<file path="config.mk">
export PLATFORM = sky130hd
export DESIGN_NAME = lbs_ctrl
export DESIGN_NICKNAME = d
export VERILOG_FILES = /design/src/rtl/lbs_pkg.sv /design/src/rtl/lbs_sync.sv /design/src/rtl/lbs_blink_timer.sv /design/src/rtl/lbs_ctrl.sv
export SDC_FILE = /design/constraint.sdc
export NUM_CORES = 1
export LEC_CHECK = 0
export BUFFER_PORTS_ARGS = -buffer_cell sky130_fd_sc_hd__buf_2
export CORE_MARGIN = 1
export CORE_UTILIZATION = 40
export DETAILED_ROUTE_END_ITERATION = 8
export GPL_TIMING_DRIVEN = 0
export PLACE_DENSITY = 0.67
export SLEW_MARGIN = 15
export SYNTH_ARGS = -nofsm -noshare
export SYNTH_HDL_FRONTEND = slang
export SYNTH_SLANG_ARGS = --single-unit
</file>
<file path="constraint.sdc">
create_clock -name clk_sys -period 4.6 [get_ports clk_sys]
set_input_delay 0.69 -clock clk_sys [delete_from_list [all_inputs] [get_ports clk_sys]]
set_output_delay 0.69 -clock clk_sys [all_outputs]
set_load 0.05 [all_outputs]
</file>
<file path="src/rtl/lbs_pkg.sv">
// Contract
// Blinking dots complete one on/off cycle in about 1.6 s at 80 Hz frames.
// Blinking is limited to lines from blink_first_line through blink_last_line.
// Each mask bit covers 5 dot columns in character mode, 8 in graphic.
// Only dot groups whose blink_column_mask bit is 1 blink; others display normally.
// Software programs area then sets blink_enable; blinking runs only while it is 1.
// Blink area matches memory line addresses, so it scrolls with the content.
// Module standby stops boost and op-amps, drives commons and segments to ground.
// Standby keeps all registers except the display-on and opamp_enable bits.
// Control registers stay readable and writable during module standby.
// Software sets cpu_standby_prep before CPU standby, then runs release sequence.
// On standby entry drive power turns off within two subclock cycles.
// The step-up converter runs only while boost_enable is 1.
// The converter is clocked by the subclock; no subclock means no boosting.
// The V1 to V5 op-amps are powered only while opamp_enable is 1.
// For external V1 to V5 software clears boost_enable and opamp_enable.
// Commons use V1, V2, V5 or ground; segments use V1, V3, V4 or ground.
// The drive voltage follows the value written into contrast_level.
// display_mode_select 0 gives 5-bit character mode, 1 gives 8-bit graphic mode.
// A frame counter inverts the blink state every 64 frames, 128 per cycle.
// Blanked-phase blinking dots output dark; memory contents stay untouched.
`default_nettype none
package lbs_pkg;
  localparam int ADDR_W = 3;
  localparam logic [ADDR_W-1:0] OFS_CTRL_ONE = 3'h0;
  localparam logic [ADDR_W-1:0] OFS_CTRL_TWO = 3'h1;
  localparam logic [ADDR_W-1:0] OFS_MASK = 3'h2;
  localparam logic [ADDR_W-1:0] OFS_FIRST = 3'h3;
  localparam logic [ADDR_W-1:0] OFS_LAST = 3'h4;
  localparam logic [ADDR_W-1:0] OFS_CONTRAST = 3'h5;
  localparam logic [ADDR_W-1:0] OFS_STATUS = 3'h6;
  // control_reg_one fields
  localparam int B1_BOOST = 0;
  localparam int B1_PREP = 1;
  localparam int B1_SBY = 2;
  localparam int B1_MODE = 3;
  // control_reg_two fields
  localparam int B2_DISP = 0;
  localparam int B2_OPAMP = 1;
  localparam int B2_BLINK = 2;
  // status fields
  localparam int BS_PHASE = 0;
  localparam int BS_BOOST = 1;
  localparam int BS_OPAMP = 2;
  localparam int BS_SBY = 3;
  localparam int LINE_W = 5;
  localparam int COL_W = 3;
  localparam int DOT_W = 8;
  localparam int CC_W = 4;
  localparam logic [DOT_W-1:0] CHAR_DOTS = 8'h1F;
  localparam logic [CC_W-1:0] CONTRAST_RST = 4'h0;
  localparam logic [LINE_W-1:0] LINE_RST = 5'h00;
  localparam logic [DOT_W-1:0] MASK_RST = 8'h00;
  localparam logic [31:0] BUS_ZERO = 32'h0000_0000;
  // Blink timing
  localparam int FRAME_HZ = 80;
  localparam int BLINK_PERIOD_MS = 1600;
  localparam int BLINK_FRAMES = FRAME_HZ * BLINK_PERIOD_MS / 1000;
  localparam int BLINK_HALF = BLINK_FRAMES / 2;
  typedef struct packed {
    logic [LINE_W-1:0] line;
    logic [COL_W-1:0] col;
    logic [DOT_W-1:0] dots;
  } lbs_pix_type;
  typedef enum logic [1:0] {
    COM_GND = 2'h0, COM_V1 = 2'h1, COM_V2 = 2'h2, COM_V5 = 2'h3
  } lbs_com_type;
  typedef enum logic [1:0] {
    SEG_GND = 2'h0, SEG_V1 = 2'h1, SEG_V3 = 2'h2, SEG_V4 = 2'h3
  } lbs_seg_type;
  typedef enum logic {SBY_RUN = 1'b0, SBY_IDLE = 1'b1} lbs_sby_type;
endpackage : lbs_pkg
`default_nettype wire

</file>
<file path="src/rtl/lbs_sync.sv">
`default_nettype none
module lbs_sync import lbs_pkg::*; #(
  parameter int W = 1
) (
  // Clock and reset
  input wire logic clk_sys,
  input wire logic reset,
  // Data
  input wire logic [W-1:0] async_in,
  output logic [W-1:0] sync_out
);
  logic [W-1:0] meta_q;
  always_ff @(posedge clk_sys) begin
    if (reset) begin
      meta_q <= '0;
      sync_out <= '0;
    end else begin
      meta_q <= async_in;
      sync_out <= meta_q;
    end
  end
endmodule : lbs_sync
`default_nettype wire

</file>
<file path="src/rtl/lbs_blink_timer.sv">
`default_nettype none
module lbs_blink_timer import lbs_pkg::*; #(
  parameter int HALF_FRAMES = BLINK_HALF
) (
  // Clock and reset
  input wire logic clk_sys,
  input wire logic reset,
  // Control
  input wire logic enable,
  input wire logic frame_start,
  // Phase, 1 while blanked
  output logic phase_q
);
  localparam int CW = $clog2(HALF_FRAMES);
  localparam logic [CW-1:0] LAST = CW'(HALF_FRAMES - 1);
  logic [CW-1:0] frame_cnt_q;
  // Restart shown so blinking always opens visible
  always_ff @(posedge clk_sys) begin
    if (reset || !enable) begin
      frame_cnt_q <= '0;
      phase_q <= 1'b0;
    end else if (frame_start) begin
      if (frame_cnt_q == LAST) begin
        frame_cnt_q <= '0;
        phase_q <= !phase_q;
      end else begin
        frame_cnt_q <= frame_cnt_q + 1'b1;
      end
    end
  end
endmodule : lbs_blink_timer
`default_nettype wire

</file>
<file path="src/rtl/lbs_ctrl.sv">
`default_nettype none
module lbs_ctrl import lbs_pkg::*; #(
  parameter int HALF_FRAMES = BLINK_HALF
) (
  // Clock and reset
  input wire logic clk_sys,
  input wire logic reset,
  // Avalon-MM slave
  input wire logic [ADDR_W-1:0] avs_address,
  input wire logic avs_read,
  input wire logic avs_write,
  input wire logic [31:0] avs_writedata,
  output logic [31:0] avs_readdata,
  output logic avs_waitrequest,
  // Asynchronous pins
  input wire logic sub_clk,
  input wire logic cpu_standby_req,
  // Display read stream
  input wire logic frame_start,
  input wire logic pix_in_valid,
  input wire lbs_pix_type pix_in,
  output logic pix_out_valid,
  output logic [DOT_W-1:0] pix_out_dots,
  // Drive level selection
  input wire lbs_com_type com_sel,
  input wire lbs_seg_type seg_sel,
  output lbs_com_type com_level,
  output lbs_seg_type seg_level,
  // Power control
  output logic boost_run,
  output logic boost_clk,
  output logic opamp_on,
  output logic [CC_W-1:0] contrast_out,
  output logic display_mode
);
  logic boost_en_q, prep_q, sby_bit_q, mode_q;
  logic disp_on_q, opamp_en_q, blink_en_q;
  logic [DOT_W-1:0] mask_q;
  logic [LINE_W-1:0] first_q, last_q;
  logic [CC_W-1:0] contrast_q;
  lbs_sby_type sby_q;
  logic sby_d, sby_enter;
  logic sub_s, sub_prev_q, cpu_sby_s;
  logic phase;
  logic req, wr_take, rd_take, hit;

  lbs_sync #(.W(2)) u_sync (
    .clk_sys(clk_sys),
    .reset(reset),
    .async_in({sub_clk, cpu_standby_req}),
    .sync_out({sub_s, cpu_sby_s})
  );

  lbs_blink_timer #(.HALF_FRAMES(HALF_FRAMES)) u_blink (
    .clk_sys(clk_sys),
    .reset(reset),
    .enable(blink_en_q),
    .frame_start(frame_start),
    .phase_q(phase)
  );

  function automatic logic sel(input logic [ADDR_W-1:0] a, input logic [ADDR_W-1:0] o);
    sel = (a == o);
  endfunction : sel

  // One wait cycle per access, standby or not
  assign req = avs_read || avs_write;
  assign wr_take = avs_write && !avs_waitrequest;
  assign rd_take = avs_read && !avs_waitrequest;

  always_ff @(posedge clk_sys) begin
    if (reset) begin
      avs_waitrequest <= 1'b1;
    end else begin
      avs_waitrequest <= !(req && avs_waitrequest);
    end
  end

  always_ff @(posedge clk_sys) begin
    if (reset) begin
      avs_readdata <= BUS_ZERO;
    end else if (req && avs_waitrequest) begin
      avs_readdata <= BUS_ZERO;
      unique case (1'b1)
        sel(avs_address, OFS_CTRL_ONE): begin
          avs_readdata[B1_BOOST] <= boost_en_q;
          avs_readdata[B1_PREP] <= prep_q;
          avs_readdata[B1_SBY] <= sby_bit_q;
          avs_readdata[B1_MODE] <= mode_q;
        end
        sel(avs_address, OFS_CTRL_TWO): begin
          avs_readdata[B2_DISP] <= disp_on_q;
          avs_readdata[B2_OPAMP] <= opamp_en_q;
          avs_readdata[B2_BLINK] <= blink_en_q;
        end
        sel(avs_address, OFS_MASK): avs_readdata[DOT_W-1:0] <= mask_q;
        sel(avs_address, OFS_FIRST): avs_readdata[LINE_W-1:0] <= first_q;
        sel(avs_address, OFS_LAST): avs_readdata[LINE_W-1:0] <= last_q;
        sel(avs_address, OFS_CONTRAST): avs_readdata[CC_W-1:0] <= contrast_q;
        sel(avs_address, OFS_STATUS): begin
          avs_readdata[BS_PHASE] <= phase;
          avs_readdata[BS_BOOST] <= boost_run;
          avs_readdata[BS_OPAMP] <= opamp_on;
          avs_readdata[BS_SBY] <= sby_q;
        end
        default: avs_readdata <= BUS_ZERO;
      endcase
    end
  end

  always_ff @(posedge clk_sys) begin
    if (reset) begin
      boost_en_q <= 1'b0;
      prep_q <= 1'b0;
      sby_bit_q <= 1'b0;
      mode_q <= 1'b0;
    end else if (wr_take && sel(avs_address, OFS_CTRL_ONE)) begin
      boost_en_q <= avs_writedata[B1_BOOST];
      prep_q <= avs_writedata[B1_PREP];
      sby_bit_q <= avs_writedata[B1_SBY];
      mode_q <= avs_writedata[B1_MODE];
    end
  end

  // Standby entry wins over a same-cycle write to these two bits
  always_ff @(posedge clk_sys) begin
    if (reset) begin
      disp_on_q <= 1'b0;
      opamp_en_q <= 1'b0;
      blink_en_q <= 1'b0;
    end else begin
      if (wr_take && sel(avs_address, OFS_CTRL_TWO)) begin
        disp_on_q <= avs_writedata[B2_DISP];
        opamp_en_q <= avs_writedata[B2_OPAMP];
        blink_en_q <= avs_writedata[B2_BLINK];
      end
      if (sby_enter) begin
        disp_on_q <= 1'b0;
        opamp_en_q <= 1'b0;
      end
    end
  end

  always_ff @(posedge clk_sys) begin
    if (reset) begin
      mask_q <= MASK_RST;
      first_q <= LINE_RST;
      last_q <= LINE_RST;
      contrast_q <= CONTRAST_RST;
    end else if (wr_take) begin
      if (sel(avs_address, OFS_MASK)) mask_q <= avs_writedata[DOT_W-1:0];
      if (sel(avs_address, OFS_FIRST)) first_q <= avs_writedata[LINE_W-1:0];
      if (sel(avs_address, OFS_LAST)) last_q <= avs_writedata[LINE_W-1:0];
      if (sel(avs_address, OFS_CONTRAST)) contrast_q <= avs_writedata[CC_W-1:0];
    end
  end

  // CPU standby only counts once software has armed the prep bit
  assign sby_d = sby_bit_q || (prep_q && cpu_sby_s);
  assign sby_enter = sby_d && (sby_q == SBY_RUN);

  always_ff @(posedge clk_sys) begin
    if (reset) begin
      sby_q <= SBY_RUN;
    end else begin
      unique case (sby_q)
        SBY_RUN: if (sby_d) sby_q <= SBY_IDLE;
        SBY_IDLE: if (!sby_d) sby_q <= SBY_RUN;
      endcase
    end
  end

  // Power cut one system clock after entry, far inside two subclocks
  always_ff @(posedge clk_sys) begin
    if (reset) begin
      boost_run <= 1'b0;
      opamp_on <= 1'b0;
      sub_prev_q <= 1'b0;
      boost_clk <= 1'b0;
    end else begin
      boost_run <= boost_en_q && !sby_d;
      opamp_on <= opamp_en_q && !sby_d;
      sub_prev_q <= sub_s;
      if (!boost_run) begin
        boost_clk <= 1'b0;
      end else if (sub_s && !sub_prev_q) begin
        boost_clk <= !boost_clk;
      end
    end
  end

  always_ff @(posedge clk_sys) begin
    if (reset) begin
      contrast_out <= CONTRAST_RST;
      display_mode <= 1'b0;
      com_level <= COM_GND;
      seg_level <= SEG_GND;
    end else begin
      contrast_out <= contrast_q;
      display_mode <= mode_q;
      com_level <= (sby_d || !disp_on_q) ? COM_GND : com_sel;
      seg_level <= (sby_d || !disp_on_q) ? SEG_GND : seg_sel;
    end
  end

  // Line match on memory address, so scrolling carries the area along
  assign hit = blink_en_q && phase && pix_in.line >= first_q
    && pix_in.line <= last_q && mask_q[pix_in.col];

  always_ff @(posedge clk_sys) begin
    if (reset) begin
      pix_out_valid <= 1'b0;
      pix_out_dots <= '0;
    end else begin
      pix_out_valid <= pix_in_valid;
      if (hit) begin
        pix_out_dots <= '0;
      end else begin
        pix_out_dots <= mode_q ? pix_in.dots : (pix_in.dots & CHAR_DOTS);
      end
    end
  end
endmodule : lbs_ctrl
`default_nettype wire

</file>
Word-level counts from Yosys, hierarchy flattened
Index checks and enable logic that the tools add are counted.
- register bits: 72
- latch bits: 0
- memory bits (writable): 0
- memory bits (read-only): 0
- input port bits: 63
- output and inout port bits: 54
- logic and storage cells: 87
- memories: 0
- add/subtract/negate cells: 1
- $mul: 0
- div/mod/pow operators: 0
- order comparisons: 3
- equal/unequal tests: 7
- shifts and indexed selects: 0
- mux-type cells: 8
- bitwise gates (word level): 3
- reduce and logical (&&, ||, !) cells: 36
- operators with widths (operator ; count):
    3-bit case mux with 7 select lines ; 1
    1-bit logical AND ; 13
    2-bit AND reduction ; 5
    3-bit equality test, second input constant ; 3
    1-bit zero test ; 8
    2-bit OR reduction ; 4
    6-bit by 1-bit adder with 6-bit output, second input constant ; 1
    3-bit by 2-bit equality test with 1-bit output, second input constant ; 2
    6-bit equality test, second input constant ; 1
    6-bit 2-to-1 mux ; 1
    1-bit case mux with 6 select lines ; 1
    5-bit >= comparator ; 1
    5-bit <= comparator ; 1
    1-bit logical OR ; 4
    3-bit by 4-bit less-than comparator with 1-bit output, second input constant ; 1
    1-bit binary-select mux with 3-bit select ; 1
    3-bit by 1-bit equality test with 1-bit output, second input constant ; 1
    3-bit zero test ; 1
    3-bit 2-to-1 mux ; 1
    1-bit NOT ; 3
    1-bit case mux with 3 select lines ; 1
    3-bit OR reduction ; 1
    1-bit 2-to-1 mux ; 2

Longest topological paths before layout
Gate-level depths: netlist of the first run.
- word-level depth: 5
- depth in mapped cells: 6
- mapped depth without buffers: 6

Hierarchy
From an unflattened synthesis of the first run, not the netlist that was laid out.
- cell total of the unflattened synthesis: 344
- area total of the unflattened synthesis: 3230.6 sq um
- modules (own cells, without submodules) (module ; instances ; cells an instance ; area an instance (sq um) ; sequential area each (sq um)):
    lbs_ctrl ; 1 ; 303 ; 2807.7 ; 1221.2
    lbs_blink_timer ; 1 ; 33 ; 317.8 ; 140.1
    lbs_sync ; 1 ; 8 ; 105.1 ; 80.1

Least setup slack after synthesis of the first run
OpenSTA, ideal clock, no wires.
- path kind: input-to-reg
- from: input pix_in[14] (netlist bit)
- to: register pix_out_dots[0]
- setup time: 0.153 ns
- arrival time: 1.978 ns
- data required time: 4.447 ns
- slack: 2.469 ns
- stages: 5
- buffers on the path: 0
- cell sequence: ha_1 a21oi_1 a21boi_0 o32ai_1 a311oi_1
- cells in the longest elaborated chain, start to end: 5
- elaborated cells between the ends (all ways): 6
- those cells by class: order compare: 2; reduce/logical: 4
- ends and longest elaborated chain (element ; line ; source):
    start, declared ; lbs_ctrl.sv:21 ; input wire lbs_pix_type pix_in,
    5-bit >= comparator ; lbs_ctrl.sv:207 ; assign hit = blink_en_q && phase && pix_in.line >= first_q
    1-bit logical AND ; lbs_ctrl.sv:207 ;
    1-bit logical AND (*) (2 in a row) ; lbs_ctrl.sv:208 ; && pix_in.line <= last_q && mask_q[pix_in.col];
    2-bit OR reduction (no line) (*) ; -- ;
    end signal, assigned ; lbs_ctrl.sv:219 ; pix_out_dots <= mode_q ? pix_in.dots : (pix_in.dots & CHAR_DOTS);
    end, declared ; lbs_ctrl.sv:23 ; output logic [DOT_W-1:0] pix_out_dots,
Every way passes the cells marked *; elsewhere a longest branch is shown, timed or not.
A chain may end at the register's enable or synchronous reset.

Final worst setup path of the first run
- from: input pix_in[14] (netlist bit)
- to: register pix_out_dots[3]
The elaborated chain is that of the path after synthesis.

==> results.json, run 1 <==
{
  "max_slew_margin_pct": 32.23,
  "wl_per_cell_um": 13.62,
  "htree_levels": 3,
  "setup_violations": 0,
  "clock_skew_ns": 0.01045,
  "synth_edf_count": 0,
  "final-hold-violation-count": 0,
  "outcome": "complete, no violations",
  "hold_path_class": "flop to flop",
  "switching_share_pct": 28.25,
  "clkPwrFrac_pct": 39.0,
  "routed_via_density": 4.832,
  "timing.final.crit_share_pct": 49.21,
  "powerDensity_mw_per_mm2": 334.4,
  "synth_most_common_cell": "dfxtp_1",
  "area_delta_synth_final_pct": 23.47,
  "synthFlopType": "dfxtp_1",
  "grt_pass1_wl_um": 11970,
  "grt_setup_unrepaired": "false",
  "die_w_um": 91.64,
  "worst_pin_slew_ns": 1.013,
  "core_sq_mm": 0.007767,
  "fmax_ghz": 0.4418,
  "drt_iter0_drc": 119,
  "synthTopCellsByCount": "dfxtp_1 (72), nor2_1 (31), nand2_1 (29), buf_4 (24), mux2i_1 (21)",
  "p_switching_uw": 374.9,
  "syn_inst": 339,
  "io_buffers": 67,
  "power.leakage_nw": 1.779,
  "firstDrtPassIters": 4,
  "path_class": "primary input to flop",
  "clk_pin_slew_ns": 0.08,
  "place_congestion": 0.8849,
  "cts_setup_buffers": 0,
  "yosysTopAreaCellShare_pct": 44.84,
  "crit_path_max_fanout": 8,
  "critPathRequiredTime_ns": 4.79,
  "hold_buffers": 0,
  "grt_usage_pct": 18.65,
  "clkSinkCount": 72,
  "antenna_cells": 0,
  "dieArea_sq_mm": 0.008398,
  "cap_violations": 0,
  "synthDistinctLibCells": 49,
  "routed_wl_um": 7451,
  "fillers": 742,
  "period_needed_ns": 2.263,
  "endpoint_kind": "flop",
  "cts_tree": "done",
  "arrival_ns": 2.46,
  "seq_power_share_pct": 48.0,
  "ys_top_cells_by_area": "dfxtp_1 (45%), mux2i_1 (6.5%), buf_4 (5.6%), ha_1 (4.3%), nor2b_1 (3.7%)",
  "root_buffer": "clkbuf_8",
  "async_flop_share_pct": 0,
  "grt_pass1_vias": 2383,
  "fin_tns_setup_ns": 0,
  "fin_util_pct": 51.10,
  "gr-total-overflow": 0,
  "ant_nets": 0,
  "yosys_warnings": 0,
  "start_util_pct": 41.38,
  "insertion_delay_ns": 0.36,
  "yosysTopAreaCell": "dfxtp_1",
  "syn_area_sq_mm": 0.003214,
  "dpl.hpwl_um": 5553,
  "startpoint_type": "primary input",
  "p_comb_share_pct": 13.0,
  "antenna_found_initial": 0,
  "timing.final.max_slew_violations": 0,
  "drive_gt1_share_pct": 27.87,
  "die_y_um": 91.64,
  "vias": 2643,
  "synth_area_per_cell_sq_um": 9.482,
  "cts_max_path_buffers": 2,
  "p_int_uw": 952.4,
  "ios": 117,
  "drc": 0,
  "synth_seq_cells": 72,
  "ir_drop_mv": 0.1481,
  "fp-row-count": 32,
  "final_net_count": 514,
  "post_cts_resized": 0,
  "grt_max_degree": 14,
  "yosysSeqAreaShare_pct": 44.84,
  "numCtsBuffers": 9
}
==> layer usage <==
metal	global-route usage, %	wire length (um)	part of all wire [%]
met3	5.141	485	6.5
met1	24.31	3402	46
met5	0	0	0
met2	28.76	3325	45
met4	8.333	238	3.2
==> layout by cell type (no fill, tap or decap), drive strengths merged, types with 6 or more instances in the layout <==
cell type  count
buf           96
dfxtp         72
nor2          31
nand2         29
conb          24
mux2i         21
nor2b         19
nand3         18
a21oi         18
clkbuf        18
inv           17
ha            11
and3           6
==> through the flow <==
step,instances,hold slack [ns],total power [mW],instance area (sq um),worst slack (ns)
after CTS,547,0.4490,1.334,3969,2.353
after global routing,547,0.4637,1.378,3969,2.164
after detailed placement,531,0.4292,0.8223,3764,1.990
final,547,0.4479,1.327,3969,2.337
after floorplan,362,0.4138,0.7768,3301,2.469
after global placement,531,0.4194,0.8201,3764,2.033
==> power by group through the flow <==
stage,registers (mW),logic [mW],clock network [mW]
CTS,0.637,0.171,0.526
global route,0.638,0.184,0.556
detailed placement,0.652,0.171,0
global placement,0.652,0.168,0
finish,0.637,0.172,0.518
floorplan,0.668,0.108,0
==> kinds of logic after synthesis <==
| family | after synthesis | synth area share [%] |
|---|---|---|
| and+or+nand+nor | 119 | 18.64 |
| DFF | 72 | 44.84 |
| buffers and inverters | 53 | 9.420 |
| AOI/OAI and AO/OA | 49 | 10.16 |
| muxes | 27 | 10.63 |
| adders and majority gates | 11 | 4.282 |
| xor gates and xnor gates | 7 | 1.907 |
| other | 1 | 0.1167 |
==> area by class of cell <==
| class | instances | area (sq um) | share of cell area [%] |
|---|---|---|---|
| multi-input cells | 237 | 1556 | 39.22 |
| inverters | 16 | 60.06 | 1.513 |
| clock buffers | 10 | 137.6 | 3.468 |
| clock inverters | 6 | 67.56 | 1.702 |
| well taps | 102 | 127.6 | 3.216 |
| repair buffers | 67 | 335.3 | 8.449 |
| plain buffers | 37 | 242.7 | 6.116 |
| flip-flops and latches | 72 | 1441 | 36.32 |
==> worst max-delay path: stages <==
cell and delay (ns):
buf_2 0.12, ha_1 0.32, a21oi_1 0.16, a21boi_0 0.10
o32ai_1 0.87, a311oi_1 0.20
==> state kept, by name, indices dropped and copies added, names as in the netlist, 2 cells and up <==
name,flops
avs_readdata,8
com_level,2
contrast_out,4
contrast_q,4
first_q,5
last_q,5
mask_q,8
pix_out_dots,8
seg_level,2
u_blink.frame_cnt_q,6
u_sync.meta_q,2
u_sync.sync_out,2
==> final timing paths <==
| kind | from | endpoint | slack, ns | cells after the start |
|---|---|---|---|---|
| setup / recovery | pix_in[14] | pix_out_dots[3] | 2.34 | 6 |
| setup reg to reg | last_q[3] | pix_out_dots[3] | 2.38 | 6 |
| hold / removal | u_sync.meta_q[0] | u_sync.sync_out[0] | 0.45 | 1 |
| hold reg to reg | u_sync.meta_q[0] | u_sync.sync_out[0] | 0.45 | 1 |
(Power assumes the default switching activity.)
==> run 2: changes to the inputs <==
==> constraint.sdc (replaced) <==
create_clock -name clk_sys -period 2.3 [get_ports clk_sys]
set_input_delay 0.345 -clock clk_sys [delete_from_list [all_inputs] [get_ports clk_sys]]
set_output_delay 0.345 -clock clk_sys [all_outputs]
set_load 0.05 [all_outputs]
==> run 2 against run 1 <==
  * First-iteration DRC count rose by 26%
  * Total power up 100%
  * Register-to-register slack worse by 2.0 ns
  * Sequential cell count unchanged
  * Combinational power is 100% higher
  * Critical path depth is the same
  * Critical path type is now flop to flop
  * Largest cell class unchanged
  * Highest routed layer unchanged
==> results.json, run 2 (synthesis results as in run 1) <==
{
  "reg2reg_from": "last_q[3]",
  "arrival_ns": 2.07,
  "drive_gt1_share_pct": 28.09,
  "grt_usage_pct": 18.65,
  "firstDrtPassIters": 5,
  "final_net_count": 514,
  "r2r_slack_ns": 0.42,
  "antenna_found_initial": 0,
  "io_buffers": 67,
  "seq_power_share_pct": 48.1,
  "hp-start": "cpu_standby_req",
  "period_needed_ns": 1.877,
  "grt_pass1_vias": 2383,
  "worst_pin_slew_ns": 0.5859,
  "powerDensity_mw_per_mm2": 666.5,
  "drt_iter0_drc": 150,
  "antenna_cells": 0,
  "hold_path_end": "u_sync.meta_q[0]",
  "ant_nets": 0,
  "startpoint_type": "flop",
  "clkSinkCount": 72,
  "grt_setup_unrepaired": "false",
  "crit_path_max_fanout": 8,
  "place_congestion": 0.8849,
  "timing.final.max_slew_violations": 0,
  "fp-row-count": 32,
  "vias": 2656,
  "critPathMaxStageDelay_ns": 0.55,
  "start_util_pct": 41.38,
  "gr-total-overflow": 0,
  "cts_tree": "done",
  "fin_tns_setup_ns": 0,
  "final_cell_mix": "dfxtp_1 (72), buf_2 (71), nor2_1 (31)",
  "ir_drop_mv": 0.2890,
  "area_delta_synth_final_pct": 23.71,
  "max_slew_margin_pct": 60.68,
  "clkPwrFrac_pct": 38.9,
  "htree_levels": 3,
  "switching_share_pct": 28.08,
  "hold_path_class": "primary input to flop",
  "clk_pin_slew_ns": 0.08,
  "cp.depth": 6,
  "worstPathCellList": "inv_1 -> ha_1 -> a21oi_1 -> a21boi_0 -> o32ai_2 -> a311oi_1",
  "fmax_ghz": 0.5326,
  "final_design_area_no_fill_sq_mm": 0.003976,
  "insertion_delay_ns": 0.35,
  "routed_via_density": 4.856,
  "fillers": 743,
  "final-hold-violation-count": 0,
  "core_sq_mm": 0.007767,
  "p_comb_share_pct": 13.0,
  "dpl.hpwl_um": 5553,
  "root_buffer": "clkbuf_8",
  "dieArea_sq_mm": 0.008398,
  "clock_skew_ns": 0.01024,
  "timing.final.crit_share_pct": 81.63,
  "place_area_sq_mm": 0.003764,
  "top_regs": "avs_readdata: 8 flops, mask_q: 8 flops, pix_out_dots: 8 flops",
  "die_w_um": 91.64,
  "reg2reg_to": "pix_out_dots[3]",
  "layout_commonest_cell": "dfxtp_1",
  "wl_per_cell_um": 13.61,
  "cap_violations": 0,
  "power.leakage_nw": 1.781,
  "cp_top_family": "compound AO/OA/AOI/OAI gates",
  "critPathBufInv": 1,
  "grt_max_degree": 14,
  "grt_pass1_wl_um": 11970,
  "numCtsBuffers": 9,
  "critPathSlowestCell": "o32ai_2",
  "holdPathStages": 2,
  "setup_violations": 0,
  "drc": 0,
  "outcome": "complete, no violations",
  "p_int_mw": 1.906,
  "routed_wl_um": 7447,
  "cts_max_path_buffers": 2,
  "path_class": "flop to flop",
  "reg2reg_depth": 6,
  "endpoint_kind": "flop",
  "die_y_um": 91.64,
  "ios": 117,
  "p_switching_uw": 744.0,
  "critPathRequiredTime_ns": 2.50
}
[run 2: cell count changes in the layout (fill, tap and decap cells not counted)]
cell,previous run,this run
o32ai_1,1,0
o32ai_2,0,1
[run 2: metal layers]
layer	vias to the layer above	global-route usage, %	wire [um]
met3	17	5.141	564
met1	1208	24.31	3323
li1	1325	-	-
met5	-	0	0
met2	106	28.76	3342
met4	0	8.333	217
[run 2: layout make-up]
cell class / count / area (sq um) / area share [%]
Clock inverter: 6 / 67.56 / 1.699
Inverter: 16 / 60.06 / 1.510
Clock buffer: 10 / 137.6 / 3.461
Tap cell: 102 / 127.6 / 3.210
Buffer: 37 / 242.7 / 6.104
Sequential cell: 72 / 1441 / 36.25
Multi-Input combinational cell: 237 / 1564 / 39.33
Timing Repair Buffer: 67 / 335.3 / 8.433
[run 2: metrics by stage]
step | worst slack, ns | util (%) | hold WS, ns | power (mW) | cells
floorplan | 0.5135 | - | 0.4138 | 1.554 | 362
global placement | 0.07787 | 48.45 | 0.4194 | 1.640 | 531
detailed placement | 0.03523 | 48.45 | 0.4292 | 1.645 | 531
CTS | 0.08959 | 51.10 | 0.1879 | 2.667 | 547
global route | 0.2686 | 51.19 | 0.2031 | 2.758 | 547
finish | 0.4226 | 51.19 | 0.1955 | 2.650 | 547
[run 2: what timing repair did]
item,4_1_cts,5_1_grt
gates resized for setup,0,1
hold buffers,0,0
setup endpoints to repair,0,8
setup buffers,0,0
[run 2: worst max path at each step]
stage	from	end	slack, ns
6_report	last_q[3]	pix_out_dots[3]	0.42
4_1_cts	last_q[3]	pix_out_dots[3]	0.09
2_1_floorplan	last_q[3]	pix_out_dots[0]	0.51
3_5_place_dp	pix_in[14]	pix_out_dots[3]	0.04
5_1_grt	last_q[3]	pix_out_dots[0]	0.27
3_3_place_gp	pix_in[14]	pix_out_dots[3]	0.08
[run 2: power by group through the flow]
stage               clock, mW  combinational [mW]  sequential (mW)
global placement            0               0.337             1.30
finish                   1.03               0.346             1.27
CTS                      1.05               0.342             1.27
global route             1.11               0.371             1.28
floorplan                   0               0.217             1.34
detailed placement          0               0.341             1.30
==> run 3: changes to the inputs <==
--- a/config.mk
+++ b/config.mk
@@ -5,12 +5,13 @@
 export SDC_FILE = /design/constraint.sdc
 export NUM_CORES = 1
 export LEC_CHECK = 0
+export ABC_AREA = 1
 export BUFFER_PORTS_ARGS = -buffer_cell sky130_fd_sc_hd__buf_2
 export CORE_MARGIN = 1
 export CORE_UTILIZATION = 40
 export DETAILED_ROUTE_END_ITERATION = 8
 export GPL_TIMING_DRIVEN = 0
-export PLACE_DENSITY = 0.67
+export PLACE_DENSITY = 0.69
 export SLEW_MARGIN = 15
 export SYNTH_ARGS = -nofsm -noshare
 export SYNTH_HDL_FRONTEND = slang
==> constraint.sdc (replaced) <==
create_clock -name clk_sys -period 1.6 [get_ports clk_sys]
set_input_delay 0.24 -clock clk_sys [delete_from_list [all_inputs] [get_ports clk_sys]]
set_output_delay 0.24 -clock clk_sys [all_outputs]
set_load 0.05 [all_outputs]
==> run 3 against run 2 <==
  * Non-clock buffer count fell by 2
  * Setup slack lost 0.30 ns
  * Maximum frequency increased by 27%
  * Sequential share of layout area shrank 0.35 points
  * Die area increased by 1.1%
  * Combinational power increased by 53%
  * Utilization grew 0.23 points
  * Critical path type unchanged
  * Critical endpoint is now pix_out_dots[2]
  * Largest cell class is now flip-flops and latches
  * Largest power group unchanged
==> results.json, run 3 <==
{
  "outcome": "complete, no violations",
  "wl_per_cell_um": 11.57,
  "cts_setup_buffers": 0,
  "critPathRequiredTime_ns": 1.89,
  "ir_drop_mv": 0.5356,
  "yosysTopAreaCell": "dfxtp_1",
  "gr-usage-met2_pct": 31.03,
  "synthDistinctLibCells": 32,
  "place_area_sq_mm": 0.003804,
  "yosysSeqAreaShare_pct": 44.36,
  "final_net_count": 608,
  "worstPathCellList": "inv_1 -> ha_1 -> nand2_1 -> nor2_2 -> nand2_1 -> nand3_1 -> nand2_1 -> nand3_2 -> nand2_2 -> nor2_1",
  "crit_path_max_fanout": 5,
  "routed_wl_um": 7417,
  "yosys_warnings": 0,
  "grt_max_degree": 12,
  "fin_util_pct": 51.43,
  "timing.hold.ws_ns": 0.09223,
  "root_buffer": "clkbuf_8",
  "fin_cells": 641,
  "period_needed_ns": 1.482,
  "critPathBufInv": 1,
  "p_comb_share_pct": 14.0,
  "critPathSlowestCell": "dfxtp_1",
  "fmax_ghz": 0.6746,
  "hp-start": "pix_in_valid",
  "fin_tns_setup_ns": 0,
  "place_congestion": 0.8486,
  "routed_via_density": 4.598,
  "io_buffers": 68,
  "post_cts_resized": 0,
  "critPathMaxStageDelay_ns": 0.31,
  "cap_violations": 0,
  "power.leakage_nw": 1.926,
  "grt_pass1_wl_um": 11850,
  "seqCellArea_sq_mm": 0.001441,
  "synthTopCellsByCount": "dfxtp_1 (72), nor2_1 (70), nand2_1 (53), inv_1 (52), a21oi_1 (35)",
  "syn_inst": 432,
  "synth_most_common_cell": "dfxtp_1",
  "clkPwrFrac_pct": 37.6,
  "fillers": 788,
  "die_w_um": 92.13,
  "dp_cells": 625,
  "synth_area_per_cell_sq_um": 7.522,
  "syn_area_sq_mm": 0.003249,
  "hold_buffers": 0,
  "timing.final.crit_share_pct": 92.65,
  "start_util_pct": 41.62,
  "dieArea_sq_mm": 0.008488,
  "hold_path_class": "primary input to flop",
  "insertion_delay_ns": 0.35,
  "yosysTopAreaCellShare_pct": 44.36,
  "synthFlopType": "dfxtp_1",
  "cp_top_family": "simple AND/OR/NAND/NOR gates",
  "async_flop_share_pct": 0,
  "dpl.hpwl_um": 5675,
  "htree_levels": 3,
  "firstDrtPassIters": 4,
  "reg2reg_from": "last_q[4]",
  "grt_usage_pct": 18.03,
  "cts_max_path_buffers": 2,
  "fp-row-count": 32,
  "drc": 0,
  "ant_nets": 0,
  "clk_pin_slew_ns": 0.07,
  "path_class": "flop to flop",
  "drive_gt1_share_pct": 25.79,
  "multi_input_area_sq_mm": 0.001429,
  "area_delta_synth_final_pct": 23.57,
  "core_sq_mm": 0.007807,
  "crit_start": "last_q[4]",
  "grt_use_met1_pct": 21.41,
  "globalRouteMet3Util_pct": 5.141,
  "final-hold-violation-count": 0,
  "startpoint_type": "flop",
  "endpoint_kind": "flop",
  "powerDensity_mw_per_mm2": 946.8,
  "top_regs": "avs_readdata: 8 flops, mask_q: 8 flops, pix_out_dots: 8 flops",
  "ys_top_cells_by_area": "dfxtp_1 (44%), nor2_1 (8.1%), nand2_1 (6.1%), inv_1 (6.0%), buf_4 (5.5%)",
  "clkSinkCount": 72,
  "numCtsBuffers": 9,
  "antenna_cells": 0,
  "arrival_ns": 1.77,
  "p_switching_mw": 1.020,
  "setup_violations": 0,
  "final_design_area_no_fill_sq_mm": 0.004015,
  "grt_pass1_vias": 2644,
  "clock_skew_ns": 0.005141,
  "vias": 2947,
  "crit_path_frequent_cell": "nand2_1",
  "cts_tree": "done",
  "final_cell_mix": "buf_2 (72), dfxtp_1 (72), nor2_1 (69)",
  "seq_power_share_pct": 48.4,
  "synth_edf_count": 0,
  "die_y_um": 92.13,
  "drt_iter0_drc": 160,
  "grt_busiest_layer": "met2",
  "switching_share_pct": 26.83,
  "gr-total-overflow": 0,
  "ios": 117,
  "synth_seq_cells": 72,
  "antenna_found_initial": 0,
  "timing.final.max_slew_violations": 0,
  "p_int_mw": 2.781
}
==> run 3: cell types whose count changed in the layout (fill, tap and decap cells not counted), moves of 5 or more <==
cell and change:
nor2_1 +38, inv_1 +36, o21ai_1 +30, nand2_1 +22
mux2i_1 -20, nor2b_1 -19, a21oi_1 +17, inv_2 +12
nand4_1 +9, and3_1 -6, a311oi_1 -5
==> run 3: final timing paths <==
kind                   endpoint  slack [ns]  depth (start not counted)
min reg2reg  u_sync.sync_out[1]        0.41                          2
min               pix_out_valid        0.09                          3
max reg2reg     pix_out_dots[2]        0.12                         10
max             pix_out_dots[2]        0.12                         10
==> run 3: routing by layer <==
layer	share of wire, %	up-vias
li1	-	1539
met2	46	107
met1	45	1290
met5	0	-
met3	7.0	11
met4	1.2	0
==> run 3: worst reg2reg max path: cells and delay by family, from the launching register on <==
kind          cells  cell delay, ns
fa+ha+maj         1            0.29
buf+inv           1            0.07
flops             1            0.31
simple gates      8            0.76
==> run 3: per-stage QoR <==
step	setup slack [ns]	total power [mW]
floorplan	0.2693	2.274
global placement	0.1236	2.398
detailed placement	0.05737	2.407
CTS	0.03530	3.837
global route	-0.005061	3.956
finish	0.1177	3.801
==> run 3: kinds of logic (layout without fill, tap and decap cells) <==
| group | after synthesis | in the layout | synth area share (%) |
|---|---|---|---|
| xor+xnor | 2 | 2 | 0.5392 |
| flops | 72 | 72 | 44.36 |
| other cells | 1 | 24 | 0.1154 |
| compound gates | 75 | 75 | 11.82 |
| buf+inv | 98 | 182 | 14.71 |
| fa+ha+maj | 11 | 11 | 4.236 |
| simple gates | 172 | 172 | 23.91 |
| mux | 1 | 1 | 0.3081 |
==> run 3: final cells by class <==
cell class	count	share of cell area, %
plain buffers	34	5.921
clock inverters	3	0.9972
well taps	102	3.179
inverters	64	5.983
clock buffers	13	3.958
repair buffers	68	8.476
flip-flops and latches	72	35.90
multi-input cells	285	35.59
==> run 3: power by group through the flow <==
stage | Combinational [mW] | Clock, mW | Sequential (mW)
final | 0.530 | 1.43 | 1.84
after global placement | 0.518 | 0 | 1.88
after detailed placement | 0.526 | 0 | 1.88
after CTS | 0.527 | 1.47 | 1.84
after floorplan | 0.337 | 0 | 1.94
after global routing | 0.574 | 1.54 | 1.84
